--- src/hw/cog_pkg.sv ---
// Constants for the clock output gating and polarity block
package cog_pkg;

  // ----------------------------------------------------------------
  // Bus and array sizing
  // ----------------------------------------------------------------
  localparam int NUM_OUT = 10;
  localparam int IDX_W = 10;
  localparam int ADDR_W = 12;

  // ----------------------------------------------------------------
  // Register indices (byte address is four times the index)
  // ----------------------------------------------------------------
  localparam logic [IDX_W-1:0] GLOBAL_IDX = 10'h102;
  localparam logic [IDX_W-1:0] SE_MODE_IDX = 10'h140;
  localparam logic [IDX_W-1:0] STATUS_IDX = 10'h141;

  localparam logic [IDX_W-1:0] OE_IDX [NUM_OUT] = '{
    10'h108, 10'h10D, 10'h112, 10'h117, 10'h11C,
    10'h121, 10'h126, 10'h12B, 10'h130, 10'h13A};
  localparam logic [IDX_W-1:0] DIS_IDX [NUM_OUT] = '{
    10'h109, 10'h10E, 10'h113, 10'h118, 10'h11D,
    10'h122, 10'h127, 10'h12C, 10'h131, 10'h13B};
  localparam logic [IDX_W-1:0] POL_IDX [NUM_OUT] = '{
    10'h10B, 10'h110, 10'h115, 10'h11A, 10'h11F,
    10'h124, 10'h129, 10'h12E, 10'h133, 10'h138};

  // ----------------------------------------------------------------
  // Field positions
  // ----------------------------------------------------------------
  localparam int KILL_BIT = 0;
  localparam int OE_BIT = 1;
  localparam int SYNC_BIT = 3;
  localparam int IDLE_LSB = 4;
  localparam int POL_LSB = 6;
  localparam int STAT_PIN_BIT = 16;

  // ----------------------------------------------------------------
  // Reset values
  // ----------------------------------------------------------------
  localparam logic KILL_RST = 1'h0;
  localparam logic OE_RST = 1'h0;
  localparam logic SYNC_RST = 1'h1;
  localparam logic [1:0] IDLE_RST = 2'h0;
  localparam logic [1:0] POL_RST = 2'h0;
  localparam logic [NUM_OUT-1:0] SE_MODE_RST = 10'h000;

  // ----------------------------------------------------------------
  // Encodings
  // ----------------------------------------------------------------
  localparam logic [1:0] POL_COMP = 2'h0;
  localparam logic [1:0] POL_SAME = 2'h1;
  localparam logic [1:0] POL_INV = 2'h2;
  localparam logic [1:0] POL_BOTH_INV = 2'h3;
  localparam logic [1:0] IDLE_LOW = 2'h0;
  localparam logic [1:0] IDLE_HIGH = 2'h1;
  localparam logic [1:0] IDLE_MID = 2'h2;
  localparam logic [1:0] RESP_OKAY = 2'h0;
  localparam logic [1:0] RESP_SLVERR = 2'h2;

endpackage : cog_pkg

--- src/hw/cog_top.sv ---
// Clock output gating, polarity and disable control with AXI4-Lite regs
//
// Notes on behaviour
// - Single-ended mode drives clock on both pins.
// - Polarity field picks pin relation in single-ended mode, default complementary.
// - Five separate sources can each disable outputs.
// - Global bit zero disables every output.
// - Per-output enable zero disables that output.
// - Disabled output held low, high or mid.
// - Synchronous mode lets running period finish.
// - Asynchronous mode disables at once.
// - Glitch-free gate bit high; resets high.
// - Gate bit low switches asynchronously.
// - Stop-high: plus high, minus low; stop-low reverse; mid both low.
//
// The AXI4-Lite interface to the registers was decided locally.
`timescale 1ns/1ps
module cog_top #(
  parameter int NUM_OUT = cog_pkg::NUM_OUT,
  parameter int ADDR_W = cog_pkg::ADDR_W
) (
  input wire logic mclk,
  input wire logic sys_rst,
  input wire logic [ADDR_W-1:0] s_axi_awaddr,
  input wire logic s_axi_awvalid,
  output logic s_axi_awready,
  input wire logic [31:0] s_axi_wdata,
  input wire logic [3:0] s_axi_wstrb,
  input wire logic s_axi_wvalid,
  output logic s_axi_wready,
  output logic [1:0] s_axi_bresp,
  output logic s_axi_bvalid,
  input wire logic s_axi_bready,
  input wire logic [ADDR_W-1:0] s_axi_araddr,
  input wire logic s_axi_arvalid,
  output logic s_axi_arready,
  output logic [31:0] s_axi_rdata,
  output logic [1:0] s_axi_rresp,
  output logic s_axi_rvalid,
  input wire logic s_axi_rready,
  input wire logic calibration_in_progress,
  input wire logic lock_lost_flag,
  input wire logic enable_pin_active_low_n,
  input wire logic [NUM_OUT-1:0] src_clk,
  output logic [NUM_OUT-1:0] clock_output_pin_p,
  output logic [NUM_OUT-1:0] clock_output_pin_n,
  output logic [NUM_OUT-1:0] idle_mid_level
);

  // ----------------------------------------------------------------
  // Index decode
  // ----------------------------------------------------------------
  function automatic logic [2:0] fld_hit(
    input logic [cog_pkg::IDX_W-1:0] idx,
    input int n
  );
    fld_hit = {idx == cog_pkg::POL_IDX[n], idx == cog_pkg::DIS_IDX[n],
               idx == cog_pkg::OE_IDX[n]};
  endfunction : fld_hit

  // ----------------------------------------------------------------
  // Control registers
  // ----------------------------------------------------------------
  logic global_output_kill_r;
  logic [NUM_OUT-1:0] per_output_enable_r;
  logic [NUM_OUT-1:0] glitchfree_gate_enable_r;
  logic [1:0] disabled_level_select_r [NUM_OUT];
  logic [1:0] pin_polarity_select_r [NUM_OUT];
  logic [NUM_OUT-1:0] se_mode_r;

  // ----------------------------------------------------------------
  // Write channel
  // ----------------------------------------------------------------
  logic aw_have_r;
  logic w_have_r;
  logic [cog_pkg::IDX_W-1:0] wr_idx_r;
  logic [31:0] wr_data_r;
  logic wr_lane0_r;
  logic awready_r;
  logic wready_r;
  logic bvalid_r;
  logic [1:0] bresp_r;

  wire aw_fire = s_axi_awvalid && awready_r;
  wire w_fire = s_axi_wvalid && wready_r;
  wire wr_commit = aw_have_r && w_have_r && !bvalid_r;
  wire b_done = bvalid_r && s_axi_bready;
  wire wr_en = wr_commit && wr_lane0_r;
  wire wr_global = wr_idx_r == cog_pkg::GLOBAL_IDX;
  wire wr_se = wr_idx_r == cog_pkg::SE_MODE_IDX;
  wire wr_stat = wr_idx_r == cog_pkg::STATUS_IDX;
  wire [NUM_OUT-1:0] wr_oe_hit;
  wire [NUM_OUT-1:0] wr_dis_hit;
  wire [NUM_OUT-1:0] wr_pol_hit;
  wire wr_mapped = wr_global || wr_se || wr_stat || (|wr_oe_hit)
                   || (|wr_dis_hit) || (|wr_pol_hit);

  always_ff @(posedge mclk or posedge sys_rst) begin
    if (sys_rst) begin
      aw_have_r <= 1'b0;
      awready_r <= 1'b1;
      wr_idx_r <= '0;
    end else if (aw_fire) begin
      aw_have_r <= 1'b1;
      awready_r <= 1'b0;
      wr_idx_r <= s_axi_awaddr[ADDR_W-1:2];
    end else if (wr_commit) begin
      aw_have_r <= 1'b0;
    end else if (b_done) begin
      awready_r <= 1'b1;
    end
  end

  always_ff @(posedge mclk or posedge sys_rst) begin
    if (sys_rst) begin
      w_have_r <= 1'b0;
      wready_r <= 1'b1;
      wr_data_r <= '0;
      wr_lane0_r <= 1'b0;
    end else if (w_fire) begin
      w_have_r <= 1'b1;
      wready_r <= 1'b0;
      wr_data_r <= s_axi_wdata;
      wr_lane0_r <= s_axi_wstrb[0];
    end else if (wr_commit) begin
      w_have_r <= 1'b0;
    end else if (b_done) begin
      wready_r <= 1'b1;
    end
  end

  always_ff @(posedge mclk or posedge sys_rst) begin
    if (sys_rst) begin
      bvalid_r <= 1'b0;
      bresp_r <= cog_pkg::RESP_OKAY;
    end else if (wr_commit) begin
      bvalid_r <= 1'b1;
      bresp_r <= wr_mapped ? cog_pkg::RESP_OKAY : cog_pkg::RESP_SLVERR;
    end else if (b_done) begin
      bvalid_r <= 1'b0;
    end
  end

  always_ff @(posedge mclk or posedge sys_rst) begin
    if (sys_rst) begin
      global_output_kill_r <= cog_pkg::KILL_RST;
      se_mode_r <= cog_pkg::SE_MODE_RST;
    end else if (wr_en) begin
      if (wr_global) begin
        global_output_kill_r <= wr_data_r[cog_pkg::KILL_BIT];
      end
      if (wr_se) begin
        se_mode_r <= wr_data_r[NUM_OUT-1:0];
      end
    end
  end

  // ----------------------------------------------------------------
  // Read channel
  // ----------------------------------------------------------------
  logic arready_r;
  logic rvalid_r;
  logic [31:0] rdata_r;
  logic [1:0] rresp_r;
  logic [NUM_OUT-1:0] gate_on;
  logic pin_level_r;

  wire [cog_pkg::IDX_W-1:0] rd_idx = s_axi_araddr[ADDR_W-1:2];
  wire ar_fire = s_axi_arvalid && arready_r;
  wire r_done = rvalid_r && s_axi_rready;
  wire rd_global = rd_idx == cog_pkg::GLOBAL_IDX;
  wire rd_se = rd_idx == cog_pkg::SE_MODE_IDX;
  wire rd_stat = rd_idx == cog_pkg::STATUS_IDX;
  wire [NUM_OUT-1:0] rd_oe_hit;
  wire [NUM_OUT-1:0] rd_dis_hit;
  wire [NUM_OUT-1:0] rd_pol_hit;
  wire rd_mapped = rd_global || rd_se || rd_stat || (|rd_oe_hit)
                   || (|rd_dis_hit) || (|rd_pol_hit);
  logic [31:0] rd_word;

  always_comb begin
    rd_word = '0;
    if (rd_global) begin
      rd_word[cog_pkg::KILL_BIT] = global_output_kill_r;
    end
    if (rd_se) begin
      rd_word[NUM_OUT-1:0] = se_mode_r;
    end
    if (rd_stat) begin
      rd_word[NUM_OUT-1:0] = gate_on;
      rd_word[cog_pkg::STAT_PIN_BIT] = pin_level_r;
    end
    for (int i = 0; i < NUM_OUT; i++) begin
      if (rd_oe_hit[i]) begin
        rd_word[cog_pkg::OE_BIT] = per_output_enable_r[i];
      end
      if (rd_dis_hit[i]) begin
        rd_word[cog_pkg::SYNC_BIT] = glitchfree_gate_enable_r[i];
        rd_word[cog_pkg::IDLE_LSB +: 2] = disabled_level_select_r[i];
      end
      if (rd_pol_hit[i]) begin
        rd_word[cog_pkg::POL_LSB +: 2] = pin_polarity_select_r[i];
      end
    end
  end

  always_ff @(posedge mclk or posedge sys_rst) begin
    if (sys_rst) begin
      arready_r <= 1'b1;
      rvalid_r <= 1'b0;
      rdata_r <= '0;
      rresp_r <= cog_pkg::RESP_OKAY;
    end else if (ar_fire) begin
      arready_r <= 1'b0;
      rvalid_r <= 1'b1;
      rdata_r <= rd_word;
      rresp_r <= rd_mapped ? cog_pkg::RESP_OKAY : cog_pkg::RESP_SLVERR;
    end else if (r_done) begin
      arready_r <= 1'b1;
      rvalid_r <= 1'b0;
    end
  end

  // ----------------------------------------------------------------
  // Enable pin synchroniser
  // ----------------------------------------------------------------
  logic pin_s1_r;
  logic pin_s2_r;
  logic pin_s3_r;

  always_ff @(posedge mclk or posedge sys_rst) begin
    if (sys_rst) begin
      pin_s1_r <= 1'b1;
      pin_s2_r <= 1'b1;
      pin_s3_r <= 1'b1;
      pin_level_r <= 1'b1;
    end else begin
      pin_s1_r <= enable_pin_active_low_n;
      pin_s2_r <= pin_s1_r;
      pin_s3_r <= pin_s2_r;
      if (pin_s2_r == pin_s3_r) begin
        pin_level_r <= pin_s3_r;
      end
    end
  end

  // Shared enable term, the pin acts low
  wire common_ok = global_output_kill_r && !calibration_in_progress
                   && !lock_lost_flag && !pin_level_r;

  // ----------------------------------------------------------------
  // Per-output gating and pin drive
  // ----------------------------------------------------------------
  logic [NUM_OUT-1:0] disable_r;
  logic [NUM_OUT-1:0] gate_r;
  logic [NUM_OUT-1:0] out_p_r;
  logic [NUM_OUT-1:0] out_n_r;
  logic [NUM_OUT-1:0] mid_r;

  genvar g;
  generate
    for (g = 0; g < NUM_OUT; g++) begin : g_out
      wire [2:0] wh = fld_hit(wr_idx_r, g);
      wire [2:0] rh = fld_hit(rd_idx, g);
      assign wr_oe_hit[g] = wh[0];
      assign wr_dis_hit[g] = wh[1];
      assign wr_pol_hit[g] = wh[2];
      assign rd_oe_hit[g] = rh[0];
      assign rd_dis_hit[g] = rh[1];
      assign rd_pol_hit[g] = rh[2];

      always_ff @(posedge mclk or posedge sys_rst) begin
        if (sys_rst) begin
          per_output_enable_r[g] <= cog_pkg::OE_RST;
          glitchfree_gate_enable_r[g] <= cog_pkg::SYNC_RST;
          disabled_level_select_r[g] <= cog_pkg::IDLE_RST;
          pin_polarity_select_r[g] <= cog_pkg::POL_RST;
        end else if (wr_en) begin
          if (wh[0]) begin
            per_output_enable_r[g] <= wr_data_r[cog_pkg::OE_BIT];
          end
          if (wh[1]) begin
            glitchfree_gate_enable_r[g] <= wr_data_r[cog_pkg::SYNC_BIT];
            disabled_level_select_r[g] <=
              wr_data_r[cog_pkg::IDLE_LSB +: 2];
          end
          if (wh[2]) begin
            pin_polarity_select_r[g] <= wr_data_r[cog_pkg::POL_LSB +: 2];
          end
        end
      end

      // Decision from all sources
      wire kill = !(common_ok && per_output_enable_r[g]);

      // Gate state change waits for a phase boundary in glitch-free mode
      wire at_boundary;
      assign gate_on[g] = glitchfree_gate_enable_r[g] ? gate_r[g]
                          : !disable_r[g];

      always_ff @(posedge mclk or posedge sys_rst) begin
        if (sys_rst) begin
          disable_r[g] <= 1'b1;
          gate_r[g] <= 1'b0;
        end else begin
          disable_r[g] <= kill;
          if (at_boundary) begin
            gate_r[g] <= !disable_r[g];
          end
        end
      end

      // Pin levels for the running clock
      wire [1:0] pol = pin_polarity_select_r[g];
      wire run_p = (pol == cog_pkg::POL_INV || pol == cog_pkg::POL_BOTH_INV)
                   ? !src_clk[g] : src_clk[g];
      wire se_n = (pol == cog_pkg::POL_SAME || pol == cog_pkg::POL_INV)
                  ? src_clk[g] : !src_clk[g];
      wire run_n = se_mode_r[g] ? se_n : !run_p;

      // Pin levels while disabled
      wire [1:0] idle = disabled_level_select_r[g];
      wire idle_hi = idle == cog_pkg::IDLE_HIGH;
      wire idle_md = idle == cog_pkg::IDLE_MID;
      wire stop_p = idle_hi;
      wire stop_n = !idle_hi && !idle_md;

      // ----------------------------------------------------------------
      // Gate boundary
      // ----------------------------------------------------------------
      // Running plus level already at stop level, any polarity
      assign at_boundary = run_p == stop_p;

      always_ff @(posedge mclk or posedge sys_rst) begin
        if (sys_rst) begin
          out_p_r[g] <= 1'b0;
          out_n_r[g] <= 1'b1;
          mid_r[g] <= 1'b0;
        end else begin
          out_p_r[g] <= gate_on[g] ? run_p : stop_p;
          out_n_r[g] <= gate_on[g] ? run_n : stop_n;
          mid_r[g] <= !gate_on[g] && idle_md;
        end
      end
    end
  endgenerate

  // ----------------------------------------------------------------
  // Output assignments
  // ----------------------------------------------------------------
  assign s_axi_awready = awready_r;
  assign s_axi_wready = wready_r;
  assign s_axi_bvalid = bvalid_r;
  assign s_axi_bresp = bresp_r;
  assign s_axi_arready = arready_r;
  assign s_axi_rvalid = rvalid_r;
  assign s_axi_rdata = rdata_r;
  assign s_axi_rresp = rresp_r;
  assign clock_output_pin_p = out_p_r;
  assign clock_output_pin_n = out_n_r;
  assign idle_mid_level = mid_r;

endmodule : cog_top

--- config.mk ---
export PLATFORM = sky130hd
export DESIGN_NAME = cog_top
export DESIGN_NICKNAME = d
export VERILOG_FILES = /design/src/hw/cog_pkg.sv /design/src/hw/cog_top.sv
export SDC_FILE = /design/constraint.sdc
export NUM_CORES = 1
export LEC_CHECK = 0
export ABC_AREA = 1
export BUFFER_PORTS_ARGS = -buffer_cell sky130_fd_sc_hd__buf_2
export CORE_ASPECT_RATIO = 1.25
export CORE_MARGIN = 2
export CORE_UTILIZATION = 60
export DETAILED_ROUTE_END_ITERATION = 8
export GPL_TIMING_DRIVEN = 0
export HOLD_SLACK_MARGIN = 0.02
export PLACE_DENSITY_LB_ADDON = 0.3
export SYNTH_ARGS = -nofsm -noshare
export SYNTH_HDL_FRONTEND = slang
export SYNTH_SLANG_ARGS = --single-unit
--- constraint.sdc ---
create_clock -name mclk -period 13.8 [get_ports mclk]
set_input_delay 2.07 -clock mclk [delete_from_list [all_inputs] [get_ports mclk]]
set_output_delay 2.07 -clock mclk [all_outputs]
set_load 0.02 [all_outputs]
==> key figures <==
Synth
  • Commonest cells post-synth: nand2_1 (211), dfrtp_1 (129), nor2_1 (129)
  • Prevailing post-synth register cell: dfrtp_1
  • Seq/Total Area, Yosys: around 47%
  • Syn Inst Count: around 1.1k
  • Async SR Flop Fraction: 100%
  • Mapped Area: between 8000 and 9000 um2
  • EDFF count, synth: 0
  • Count leader, synth: nand2_1
  • Ys Warns: 0
  • Synth top area cells: dfrtp_1 (36%), dfstp_2 (11%), nand2_1 (8.8%), ha_1 (5.6%), nor2_1 (5.4%)
  • Synthesized flop and latch total: about 170
  • Synth area leader: dfrtp_1
  • Synth top area share: 36.0%
  • Synthesized area per cell: 8.29 um2
  • Synth unique cells: 50

Floorplanning
  • Die X: around 110 um
  • Initial Util: slightly above 60%
  • DIE HEIGHT: around 140 um
  • Placeable Area: 14500 um2
  • Die area: roughly 16000 um2
  • # IOs: approximately 150
  • Row count: between 40 and 50

Finish
  • Share of layout cells above drive strength 1: between 20% and 30%
  • Design Area, Final: ~10000 um2
  • Nets: 1341
  • Synth-to-layout area growth: 15.6%
  • Final Non-Filler Cells: ~1.4k
  • # fillers: 1200
  • N_diodes: 0

STA
  • Fin. max-slew vios: 0
  • Clock Skew: 9.16 ps
  • Setup TNS: 0 ps
  • Final period util: around a quarter
  • Fin Hold WS: ~370 ps
  • Final Hold Fails: 0
  • Minimum clock period: approximately 3400 ps
  • Relative slew slack: between 20% and 30%
  • # setup viols final: 0
  • Slew @ Worst Pin: 1190 ps
  • FMAX: 291 MHz
  • RSZ-0062 raised after global routing: false

Placement
  • Placed cells: between 1k and 1.5k
  • Post-DP HPWL: between 20000 and 25000 um
  • GP Congestion: around 1
  • Port-buffer cells: 98
  • Dpl cell area: approximately 9800 um2

Global routing
  • First-pass GRT wire length: approximately 41000 um
  • Largest net degree at the start of global routing: 87
  • Total track usage: roughly a third
  • Global route overflow: 0
  • Initial antenna violation count: 0
  • Vias in the first global route: between 7k and 8k

Power and ir drop
  • Leakage: 4.94 nW
  • Worst VDD drop: ~0.12 mV
  • Final Power: 0.00140 W
  • Pwr Density: around 130 nW/um2

Detailed routing
  • Antenna-violating nets left: 0
  • DRC viols: 0
  • DR vias: between 7k and 8k
  • 1st-iter DRT viols: 750
  • WL/cell: between 15 and 20 um
  • DR vias/cell: roughly 5.6
  • Drt total wl: approximately 26000 um
  • Drt first pass iters: 6

Clock network
  • H-tree depth: 4
  • Post_cts resized: 0
  • Root buffer cell: clkbuf_16
  • Bufs on Longest Clock Path: 2
  • Clock Latency Late Sink: around 440 ps
  • CTS buffer count: 17
  • CTS tree: built
  • Post-CTS setup buffers: 0
  • Clock transition at path regs: 70 ps
  • CTS Sinks: approximately 170
  • Hold buffer count at CTS: 0

Hold path
  • Worst Hold Class: reg -> reg

Setup path
  • CP Max Fanout: 5
  • Critical-path top delay cell: nor2_1
  • Most frequent CP cell: nand2_1
  • Worst EP required: 14170 ps
  • Crit path kind: in -> reg
  • Arrival @ worst endpoint: between 3000 and 4000 ps
  • CP Cell Sequence: buf_2, nor2_8, nand3_4, nor2_2, inv_1, nor2_1, a21oi_1, nand4_1, nand2_1, nand4_1, nand2_1, nand2_1
  • Crit-path max cell delay: around 370 ps
  • Critical Path End Type: register
  • Critical path launch point type: input port

Job
  • Max Cap Viol: 0

Status
  • Status: finished clean
==> layout by cell type (no fill, tap or decap), types with 31 or more instances in the layout <==
cell type	n
nor2_1	129
dfstp_2	37
buf_2	104
inv_1	126
a21oi_1	61
nand2_1	211
nand3_1	37
dfrtp_1	129
o21ai_0	89
ha_1	40
nand4_1	31
==> report_power, final <==
part           total [W]  internal (W)  switching (W)
Sequential      0.000596      0.000555      0.0000410
Combinational   0.000341     0.0000939       0.000247
Clock           0.000459      0.000239       0.000220
Total            0.00140      0.000888       0.000508
==> metrics by stage <==
step | util (%) | worst slack (ps)
6_report | 71.5 | 10370
2_1_floorplan | - | 7300
3_5_place_dp | 67.6 | 10060
5_1_grt | 71.5 | 10340
3_3_place_gp | 67.4 | 5710
4_1_cts | 71.5 | 10510
==> cell type report <==
class                           count  area, um2  area share [%]
Sequential cell                   166       4200            40.6
Clock inverter                     15        141            1.37
Clock buffer                       17        425            4.11
Multi-Input combinational cell    754       4050            39.1
Buffer                             43        267            2.57
Tap cell                          178        223            2.15
Timing Repair Buffer               99        518            5.00
Inverter                          140        531            5.13
==> critical path: cells and delay by family <==
family / cells / cell delay [ps]
compound gates: 1 / 80
simple gates: 9 / 1410
buf+inv: 2 / 240
==> state kept, by name, indices dropped and copies added (netlist names), 10 cells and up <==
| register | flops |
|---|---|
| disable_r | 10 |
| clock_output_pin_p | 10 |
| glitchfree_gate_enable_r | 10 |
| s_axi_rdata | 11 |
| idle_mid_level | 10 |
| wr_idx_r | 10 |
| per_output_enable_r | 10 |
| gate_r | 10 |
| clock_output_pin_n | 10 |
| g_out.idle | 20 |
| g_out.pol | 20 |
| wr_data_r | 10 |
| se_mode_r | 10 |
==> final timing paths <==
check,from,end,slack [ps],cells past startpoint
min,pin_s1_r,pin_s2_r,370,0
max in group asynchronous,sys_rst,clock_output_pin_n[6],11170,3
min in group asynchronous,sys_rst,wr_idx_r[9],1740,2
min reg2reg,pin_s1_r,pin_s2_r,370,0
max reg2reg,glitchfree_gate_enable_r[6],s_axi_rdata[6],11780,9
max,s_axi_araddr[9],s_axi_rdata[4],10370,12
==> per-layer routing <==
metal  GRT usage, %  part of all wire, %  vias to the layer above
met4           20.7                  5.9                        0
li1               -                    -                     3764
met1           42.0                   38                     3708
met2           56.4                   49                      384
met3           5.29                  7.3                       85
met5              0                    0                        -
==> kinds of logic (layout without fill, tap and decap cells) <==
kind of cell / count (synthesis) / after routing / share of synthesized area [%]
XOR/XNOR: 30 / 30 / 2.93
adder cells (fa/ha/maj): 41 / 41 / 5.70
buffers and inverters: 183 / 314 / 8.84
flip-flops: 166 / 166 / 46.9
other: 1 / 23 / 0.0419
AO/OA/AOI/OAI: 189 / 189 / 11.4
AND/OR/NAND/NOR: 466 / 466 / 23.6
multiplexers: 5 / 5 / 0.629
Power figures use the tool's default switching activity.
